**src/reader_irq_pkg.sv**
```systemverilog
// shared constants for the reader interrupt request flag unit
package reader_irq_pkg;
    localparam logic [7:0] IRQ_FLAGS_PRIMARY_ADDR    = 8'h06;
    localparam logic [7:0] IRQ_FLAGS_SECONDARY_ADDR  = 8'h07;
    localparam logic [7:0] IRQ_ENABLE_PRIMARY_ADDR   = 8'h08;
    localparam logic [7:0] IRQ_ENABLE_SECONDARY_ADDR = 8'h09;
    localparam int         SET_SELECT_BIT            = 7;
    localparam int         GLOBAL_FLAG_BIT           = 6;
    localparam int         INVERT_BIT                = 7;
    localparam int         PIN_ENABLE_BIT            = 6;
    localparam int         PUSH_PULL_BIT             = 7;
    localparam int         FIFO_HIGH_BIT             = 6;
    localparam int         FIFO_LOW_BIT              = 5;
    localparam int         CMD_DONE_BIT              = 4;
    localparam int         TX_DONE_BIT               = 3;
    localparam int         RX_DONE_BIT               = 2;
    localparam int         ERROR_BIT                 = 1;
    localparam int         SOF_BIT                   = 0;
    localparam int         CARD_DETECT_BIT           = 5;
    localparam logic [6:0] PRIMARY_FLAGS_RESET       = 7'h00;
    localparam logic [5:0] SECONDARY_FLAGS_RESET     = 6'h00;
    localparam logic [7:0] ENABLE_PRIMARY_RESET      = 8'h00;
    localparam logic [7:0] ENABLE_SECONDARY_RESET    = 8'h00;
endpackage

```
**src/reader_irq_flag_unit.sv**
```systemverilog
// interrupt request flags, enables and interrupt pin drive
`timescale 1ns/1ps
// Contract
// - bit7 chooses set or clear; ones act
// - FFh sets all seven, 7Fh clears all
// - fifo high alert flag latches rising status
// - fifo low alert flag latches rising status
// - command done on self-ending or unknown command
// - host-started idle does not set command done
// - transmit done when last bit sent
// - receive done at stream end, errors regardless
// - error flag from any of five errors
// - start-of-frame flag on sof or subcarrier
// - secondary writes touch bits 5..0 only
// - global flag set when enabled flag active
// - card detect flag on card found
// - timer flags set on timer underflow
// - primary enables gate primary flags to global
// - enable bit7 inverts interrupt pin polarity
// - pin enable lets global reach pin
// - push-pull select, otherwise open-drain
// - secondary enables gate card and timer flags
module reader_irq_flag_unit
    import reader_irq_pkg::*;
(
    // clock and reset
    input  wire logic       core_clk,
    input  wire logic       rstn,
    // register port
    input  wire logic [7:0] regAddr,
    input  wire logic       regWrite,
    input  wire logic       regRead,
    input  wire logic [7:0] regWdata,
    output logic      [7:0] regRdata_ff,
    // fifo level status
    input  wire logic       fifoHighLevelStatus,
    input  wire logic       fifoLowLevelStatus,
    // sequencer and transceiver events
    input  wire logic       commandSelfEnd,
    input  wire logic       unknownCommand,
    input  wire logic       hostIdleStart,
    input  wire logic       transmitLastBit,
    input  wire logic       receiveEnd,
    input  wire logic       startOfFrameDetect,
    input  wire logic       subcarrierDetect,
    // error conditions
    input  wire logic       fifoWriteError,
    input  wire logic       fifoOverflowError,
    input  wire logic       protocolError,
    input  wire logic       emptyTransmitError,
    input  wire logic       integrityError,
    // card detect and timers
    input  wire logic       cardDetect,
    input  wire logic [4:0] timerUnderflow,
    // interrupt pin
    output logic            irqPinOut_ff,
    output logic            irqPinOe_ff
);

    // bit positions of the one-hot register select
    localparam int SEL_FLAGS_PRI = 0;
    localparam int SEL_FLAGS_SEC = 1;
    localparam int SEL_EN_PRI    = 2;
    localparam int SEL_EN_SEC    = 3;

    logic [6:0] primaryFlags_ff;
    logic [6:0] nxt_primaryFlags;
    logic [5:0] secondaryFlags_ff;
    logic [5:0] nxt_secondaryFlags;
    logic [7:0] enablePrimary_ff;
    logic [7:0] nxt_enablePrimary;
    logic [7:0] enableSecondary_ff;
    logic [7:0] nxt_enableSecondary;
    logic       globalFlag_ff;
    logic       nxt_globalFlag;
    logic       highLevelPrev_ff;
    logic       lowLevelPrev_ff;
    logic [6:0] primaryEvents;
    logic [5:0] secondaryEvents;
    logic [7:0] nxt_regRdata;
    logic       nxt_irqPinOut;
    logic       nxt_irqPinOe;
    logic       pinLevel;
    logic       nxt_highLevelPrev;
    logic       nxt_lowLevelPrev;
    logic [6:0] enabledPrimary;
    logic [5:0] enabledSecondary;
    logic [3:0] writeSel;
    logic [3:0] readSel;

    // apply a set/clear write to a flag vector; hardware events override a clear
    function automatic logic [6:0] apply_write(input logic [6:0] cur, input logic [6:0] ones,
                                               input logic setMode, input logic [6:0] events);
        logic [6:0] res;
        res = cur;
        if (setMode) begin
            res = cur | ones;
        end else begin
            res = cur & ~ones;
        end
        apply_write = res | events;
    endfunction

    always_comb begin
        primaryEvents = 7'h00;
        primaryEvents[FIFO_HIGH_BIT] = fifoHighLevelStatus & ~highLevelPrev_ff;
        primaryEvents[FIFO_LOW_BIT]  = fifoLowLevelStatus & ~lowLevelPrev_ff;
        // the host idle start blocks only its own cycle's self-end and unknown-command indications
        primaryEvents[CMD_DONE_BIT]  = (commandSelfEnd | unknownCommand) & ~hostIdleStart;
        primaryEvents[TX_DONE_BIT]   = transmitLastBit;
        primaryEvents[RX_DONE_BIT]   = receiveEnd;
        primaryEvents[ERROR_BIT]     = fifoWriteError | fifoOverflowError | protocolError
                                     | emptyTransmitError | integrityError;
        primaryEvents[SOF_BIT]       = startOfFrameDetect | subcarrierDetect;
        secondaryEvents = {cardDetect, timerUnderflow};
    end

    // one-hot register select, shared by the write and the read path
    function automatic logic [3:0] decode_select(input logic [7:0] addr);
        logic [3:0] sel;
        sel = 4'h0;
        case (addr)
            IRQ_FLAGS_PRIMARY_ADDR:    sel[SEL_FLAGS_PRI] = 1'b1;
            IRQ_FLAGS_SECONDARY_ADDR:  sel[SEL_FLAGS_SEC] = 1'b1;
            IRQ_ENABLE_PRIMARY_ADDR:   sel[SEL_EN_PRI]    = 1'b1;
            IRQ_ENABLE_SECONDARY_ADDR: sel[SEL_EN_SEC]    = 1'b1;
            default:                   sel = 4'h0;
        endcase
        decode_select = sel;
    endfunction

    // pin value and enable; open drain only ever pulls low, the board pulls high
    function automatic logic [1:0] pin_drive(input logic level, input logic pushPull);
        logic [1:0] outOe;
        outOe = 2'b00;
        if (pushPull) begin
            outOe = {level, 1'b1};
        end else begin
            outOe = {1'b0, ~level};
        end
        pin_drive = outOe;
    endfunction

    always_comb begin
        writeSel = regWrite ? decode_select(regAddr) : 4'h0;
        readSel  = regRead ? decode_select(regAddr) : 4'h0;
    end

    // primary request flags
    always_comb begin
        nxt_primaryFlags = primaryFlags_ff | primaryEvents;
        if (writeSel[SEL_FLAGS_PRI]) begin
            nxt_primaryFlags = apply_write(primaryFlags_ff, regWdata[6:0],
                                           regWdata[SET_SELECT_BIT], primaryEvents);
        end
    end

    always_ff @(posedge core_clk) begin
        if (!rstn) begin
            primaryFlags_ff <= PRIMARY_FLAGS_RESET;
        end else begin
            primaryFlags_ff <= nxt_primaryFlags;
        end
    end

    // secondary flags; bit 6 of the write is ignored, the global flag is hardware only
    always_comb begin
        nxt_secondaryFlags = secondaryFlags_ff | secondaryEvents;
        if (writeSel[SEL_FLAGS_SEC]) begin
            nxt_secondaryFlags = 6'(apply_write({1'b0, secondaryFlags_ff},
                                                {1'b0, regWdata[5:0]},
                                                regWdata[SET_SELECT_BIT],
                                                {1'b0, secondaryEvents}));
        end
    end

    always_ff @(posedge core_clk) begin
        if (!rstn) begin
            secondaryFlags_ff <= SECONDARY_FLAGS_RESET;
        end else begin
            secondaryFlags_ff <= nxt_secondaryFlags;
        end
    end

    // primary enables, bit 7 doubles as pin inversion
    always_comb begin
        nxt_enablePrimary = enablePrimary_ff;
        if (writeSel[SEL_EN_PRI]) begin
            nxt_enablePrimary = regWdata;
        end
    end

    always_ff @(posedge core_clk) begin
        if (!rstn) begin
            enablePrimary_ff <= ENABLE_PRIMARY_RESET;
        end else begin
            enablePrimary_ff <= nxt_enablePrimary;
        end
    end

    // secondary enables, upper two bits steer the pin
    always_comb begin
        nxt_enableSecondary = enableSecondary_ff;
        if (writeSel[SEL_EN_SEC]) begin
            nxt_enableSecondary = regWdata;
        end
    end

    always_ff @(posedge core_clk) begin
        if (!rstn) begin
            enableSecondary_ff <= ENABLE_SECONDARY_RESET;
        end else begin
            enableSecondary_ff <= nxt_enableSecondary;
        end
    end

    // last fifo levels; reset low matches the idle status, so no false edge
    always_comb begin
        nxt_highLevelPrev = fifoHighLevelStatus;
        nxt_lowLevelPrev  = fifoLowLevelStatus;
    end

    always_ff @(posedge core_clk) begin
        if (!rstn) begin
            highLevelPrev_ff <= 1'b0;
            lowLevelPrev_ff  <= 1'b0;
        end else begin
            highLevelPrev_ff <= nxt_highLevelPrev;
            lowLevelPrev_ff  <= nxt_lowLevelPrev;
        end
    end

    // per-flag enable gating
    for (genvar i = 0; i < 7; i++) begin : g_primary_gate
        assign enabledPrimary[i] = primaryFlags_ff[i] & enablePrimary_ff[i];
    end
    for (genvar j = 0; j < 6; j++) begin : g_secondary_gate
        assign enabledSecondary[j] = secondaryFlags_ff[j] & enableSecondary_ff[j];
    end

    // recomputed from the current flags every clock, so it drops once nothing enabled is set
    always_comb begin
        nxt_globalFlag = (|enabledPrimary) | (|enabledSecondary);
    end

    // global request
    always_ff @(posedge core_clk) begin
        if (!rstn) begin
            globalFlag_ff <= 1'b0;
        end else begin
            globalFlag_ff <= nxt_globalFlag;
        end
    end

    // logical pin level first, then the drive mode; the pin lags the flag by two clocks
    always_comb begin
        pinLevel = (globalFlag_ff & enableSecondary_ff[PIN_ENABLE_BIT])
                 ^ enablePrimary_ff[INVERT_BIT];
        {nxt_irqPinOut, nxt_irqPinOe} = pin_drive(pinLevel,
                                                  enableSecondary_ff[PUSH_PULL_BIT]);
    end

    // interrupt pin
    always_ff @(posedge core_clk) begin
        if (!rstn) begin
            irqPinOut_ff <= 1'b0;
            irqPinOe_ff  <= 1'b0;
        end else begin
            irqPinOut_ff <= nxt_irqPinOut;
            irqPinOe_ff  <= nxt_irqPinOe;
        end
    end

    // read data holds between reads
    always_comb begin
        nxt_regRdata = regRdata_ff;
        if (regRead) begin
            if (readSel[SEL_FLAGS_PRI]) begin
                nxt_regRdata = {1'b0, primaryFlags_ff};
            end else if (readSel[SEL_FLAGS_SEC]) begin
                nxt_regRdata = {1'b0, globalFlag_ff, secondaryFlags_ff};
            end else if (readSel[SEL_EN_PRI]) begin
                nxt_regRdata = enablePrimary_ff;
            end else if (readSel[SEL_EN_SEC]) begin
                nxt_regRdata = enableSecondary_ff;
            end else begin
                // unmapped addresses read as zero
                nxt_regRdata = 8'h00;
            end
        end
    end

    always_ff @(posedge core_clk) begin
        if (!rstn) begin
            regRdata_ff <= 8'h00;
        end else begin
            regRdata_ff <= nxt_regRdata;
        end
    end

endmodule // reader_irq_flag_unit

```
**config.mk**
```make
export PLATFORM = sky130hd
export DESIGN_NAME = reader_irq_flag_unit
export DESIGN_NICKNAME = d
export VERILOG_FILES = /design/src/reader_irq_pkg.sv /design/src/reader_irq_flag_unit.sv
export SDC_FILE = /design/constraint.sdc
export NUM_CORES = 1
export LEC_CHECK = 0
export BUFFER_PORTS_ARGS = -buffer_cell sky130_fd_sc_hd__buf_4
export CORE_MARGIN = 2
export CORE_UTILIZATION = 52
export CTS_CLUSTER_DIAMETER = 150
export CTS_CLUSTER_SIZE = 25
export DETAILED_ROUTE_END_ITERATION = 8
export GPL_ROUTABILITY_DRIVEN = 0
export MAX_ROUTING_LAYER = met4
export PLACE_DENSITY = 0.84
export SYNTH_ARGS = -nofsm -noshare
export SYNTH_HDL_FRONTEND = slang
export SYNTH_SLANG_ARGS = --single-unit
```
**constraint.sdc**
```tcl
create_clock -name core_clk -period 1.9 [get_ports core_clk]
set_input_delay 0.19 -clock core_clk [delete_from_list [all_inputs] [get_ports core_clk]]
set_output_delay 0.19 -clock core_clk [all_outputs]
set_load 0.02 [all_outputs]
```
* Yosys cells after proc, flatten, opt, wreduce, memory -nomap -nowiden
Cells that the tools add are included.
Word-level totals: input port bits 40, output and inout bits 10, word-level logic and storage cells 73, register bits after elaboration 42
Operators by class: bitwise logic cells 39, eq/ne operators 4, muxes and demuxes 17, reduce and logical (&&, ||, !) cells 3
Operator list (count):
- two-way mux 8 bit | 4
- two-way mux 7 bit | 3
- bitwise OR 7 bit | 3
- two-way mux 6 bit | 3
- bitwise OR 6 bit | 3
- bitwise AND 1 bit | 17
- == test 8 x 3 -> 1 bit, second input constant | 2
- == test 8 x 4 -> 1 bit, second input constant | 2
- two-way mux 4 bit | 2
- bitwise AND 7 bit | 1
- inverter 7 bit | 1
- bitwise OR 1 bit | 7
- OR reduction 7 bit | 1
- bitwise AND 6 bit | 1
- inverter 6 bit | 1
- OR reduction 6 bit | 1
- two-way mux 1 bit | 5
- inverter 1 bit | 4
- AND reduction 2 bit | 1
- bitwise XOR 1 bit | 1

* Depth between registers and ports, before layout
depth in word-level cells 7, depth in mapped cells 6

* Worst setup path before layout
No wires, ideal clock.
kind input -> register, start point input regAddr[5], end point register primaryFlags_ff[2], data required time 1785 ps, buffers on the path 1, stages on the path 5, arrival 1336 ps, path slack 449 ps, setup time 115 ps, cells stage by stage nor4_4 buf_6 nand4_1 mux2_1 o21a_1
On the way: longest elaborated chain between the ends 4
Ends and longest elaborated chain:
- start: declaration | line reader_irq_flag_unit.sv:30 | input wire logic [7:0] regAddr,
- == test 8 x 3 -> 1 bit | line reader_irq_flag_unit.sv:122 | case (addr)
- two-way mux 1 bit | line reader_irq_flag_unit.sv:122
- two-way mux 4 bit | line reader_irq_flag_unit.sv:145 | writeSel = regWrite ? decode_select(regAddr) : 4'h0;
- two-way mux 7 bit | line reader_irq_flag_unit.sv:152 | if (writeSel[SEL_FLAGS_PRI]) begin
- end signal: assignment | line reader_irq_flag_unit.sv:162 | primaryFlags_ff <= nxt_primaryFlags;
- end: declaration | line reader_irq_flag_unit.sv:66 | logic [6:0] primaryFlags_ff;
Every way passes these cells. A chain may end at the register's enable or synchronous reset.

* Final worst setup path
start point input regAddr[5], end point register enableSecondary_ff[1]
On the way: longest elaborated chain between the ends 3
Ends and longest elaborated chain:
- == test 8 x 4 -> 1 bit | line reader_irq_flag_unit.sv:122
- two-way mux 1 bit | line reader_irq_flag_unit.sv:122
- two-way mux 4 bit | line reader_irq_flag_unit.sv:145
- end signal: assignment | line reader_irq_flag_unit.sv:213 | enableSecondary_ff <= nxt_enableSecondary;
- end: declaration | line reader_irq_flag_unit.sv:72 | logic [7:0] enableSecondary_ff;
Every way passes these cells.

==> impl_results.md <==
* Status: completed
* Setup violators final at 0
* Most frequent cells in the layout: buf_4, dfxtp_1, nand2_1
* Finished Layout Cells at 324
* Clk root buf: clkbuf_8
* Largest net degree at the start of global routing at 27
* Async SR Flop Fraction at 0%
* Post-synth EDFFs at 0
* Register area at roughly 840 µm²
* Number of global-route vias before repair at roughly 1,600
* Distinct cells, synth at 35
* Worst-Skew Late Latency at 0.30 ns
* Final hold viol count at 0
* DRC at 0
* Dominant cell type by area after synthesis: dfxtp_1
* Sequential share of power at 51.3%
* Post-CTS Setup Bufs at 0
* Final worst-path cycle share at 66.9%
* Top post-synthesis cells by area: dfxtp_1, o21ai_0, nand2_1
* Top-level I/O count at 50
* Startpoint types: input port
* WL final at 4600 µm
* Syn avg cell area at 8.60 µm²
* Skew final at 0.00738 ns
* Flip-flop and latch count after synthesis at 42
* Fin util at roughly two thirds
* Clock share of power at 38.7%
* Ys flop type: dfxtp_1
* Crit path kind: in2reg
* Worst-margin pin slew at 0.514 ns
* Cts repair resizes at 0
* Core Region at 3630 µm²
* Sink Count at 42
* Worst slew margin at 65.6%
* RSZ-0062 raised after global routing: false
* Setup TNS at 0 ns
* CTS Buf Count at 5
* Pint at 0.00139 W
* HPWL after DPL at 3410 µm
* Critical path arrival at ~1.5 ns
* Syn_nets at about 270
* Final #Nets at roughly 320
* Req. time, crit path at between 2 and 2.5 ns
* Drt via density at 5.77
* Initial core utilization at approximately 54%
* IO Port Bufs at 49
* Worst R2R Path Depth at 3
* Fmax at approximately 0.79 GHz
* Max-slew violations at 0
* Multi-input gate area at 1050 µm²
* Logic pwr share at 10.0%
* Layout cells sized above 1 at 25.4%
* First-pass GRT wire length at between 7000 and 8000 µm
* Antenna diodes at 0
* Commonest non-fill, non-tap cell in the layout: buf_4
* MaxCap Viol Count at 0
* Die Y at 65.4 µm
* DP Cell Count at 316
* DR pass1 iterations at 4
* Final ANT Viol Nets at 0
* Register area share after synthesis at 42.9%
* H-tree depth at 2
* Die area at 4280 µm²
* 1st-iter DRT viols at 175
* Leak Pwr at between 0.9 and 1 nW
* Crit end category: flop
* Yosys Warn Count at 0
* Cell Rows at 22
* Pwr dens at 731 nW/µm²
* Final Critical Period at about 1.3 ns
* Area growth from synthesis to layout at 26.2%
* Crit Path Max Fanout at 17
* CTS tree: yes
* Sw power at 0.000416 W
* DIE WIDTH at 65.4 µm
* Hold Path Cell Cnt at 2
* Post-Syn Area at about 2000 µm²
* Total track usage at 24.2%
* Layout fillers at 305
* Initial antenna violation count at 0
* Drt wl/cell at 14.2 µm
* Total number of vias at 1,868
* Sw Ratio at 23.0%
* Post-Synthesis Cells at 228
* Cts hold-fix bufs at 0
* Worst vdd ir at about 370 µV
* CTS Buffer Depth at 2
* Global route overflow at 0
* Hold WC Path Type: in2reg
* CTS clk-pin slew, worst paths at 0.08 ns
* Top cell type's share of synthesized area at 42.9%
-- layer usage --
layer / track usage (%) / routed length, µm
met1: 33.7 / 2080
met3: 4.45 / 337
met2: 34.3 / 2100
met5: - / 0
met4: 10.4 / 82
-- final timing paths --
kind / slack (ns) / startpoint / to
max reg2reg: 0.81 / secondaryFlags_ff[3] / globalFlag_ff
min reg2reg: 0.46 / regRdata_ff[4] / regRdata_ff[4]
min: 0.09 / timerUnderflow[1] / secondaryFlags_ff[1]
max: 0.63 / regAddr[5] / enableSecondary_ff[1]
-- synth_stat cells (all sizes together), types with 4 or more instances --
| master | number |
|---|---|
| o21a | 10 |
| mux2 | 11 |
| dfxtp | 42 |
| nor2 | 9 |
| a21boi | 4 |
| nand2 | 31 |
| a21oi | 7 |
| o21ai | 30 |
| a22oi | 5 |
| clkbuf | 12 |
| nand3 | 18 |
| a211oi | 7 |
| nand4 | 15 |
-- cell families after synthesis --
kind of cell / share of synthesized area, %
flip-flops: 42.9
AO/OA/AOI/OAI: 21.2
XOR/XNOR: 0.447
multiplexers: 7.85
AND/OR/NAND/NOR: 24.1
buffers and inverters: 3.57
-- stage by stage --
stage	power, W	worst slack, ns	instance area [µm²]	hold slack, ns
after floorplan	0.00102	0.449	1960	0.312
after global routing	0.00188	0.484	2470	0.0901
after global placement	0.00112	0.377	2360	0.399
after CTS	0.00182	0.644	2470	0.0882
after detailed placement	0.00113	0.335	2360	0.402
final	0.00181	0.628	2470	0.0925
-- power by group through the flow --
stage	Combinational [W]	Clock [W]	Sequential, W
3_3_place_gp	0.000178	0	0.000945
6_report	0.000181	0.000700	0.000926
4_1_cts	0.000181	0.000716	0.000924
2_1_floorplan	0.0000867	0	0.000937
5_1_grt	0.000201	0.000754	0.000928
3_5_place_dp	0.000180	0	0.000945
-- worst max-delay path, cell delays in order --
cell and delay (ns):
buf_4 0.12, nor4_4 0.25, buf_4 0.25, nand4_1 0.24, buf_4 0.25, nand3_1 0.09, o21ai_0 0.09
-- state kept, by name (all words and copies together), names as in the netlist --
signal              cells
regRdata_ff             8
lowLevelPrev_ff         1
irqPinOe_ff             1
irqPinOut_ff            1
enablePrimary_ff        8
highLevelPrev_ff        1
globalFlag_ff           1
secondaryFlags_ff       6
primaryFlags_ff         7
enableSecondary_ff      8
-- layout make-up --
| cell class | instances | area share, % |
|---|---|---|
| clock inverters | 2 | 1.52 |
| repair buffers | 55 | 16.7 |
| well taps | 48 | 2.43 |
| multi-input cells | 171 | 42.4 |
| clock buffers | 6 | 2.93 |
| flip-flops and latches | 42 | 34.0 |
No activity file was read; power rests on OpenSTA's default activity.
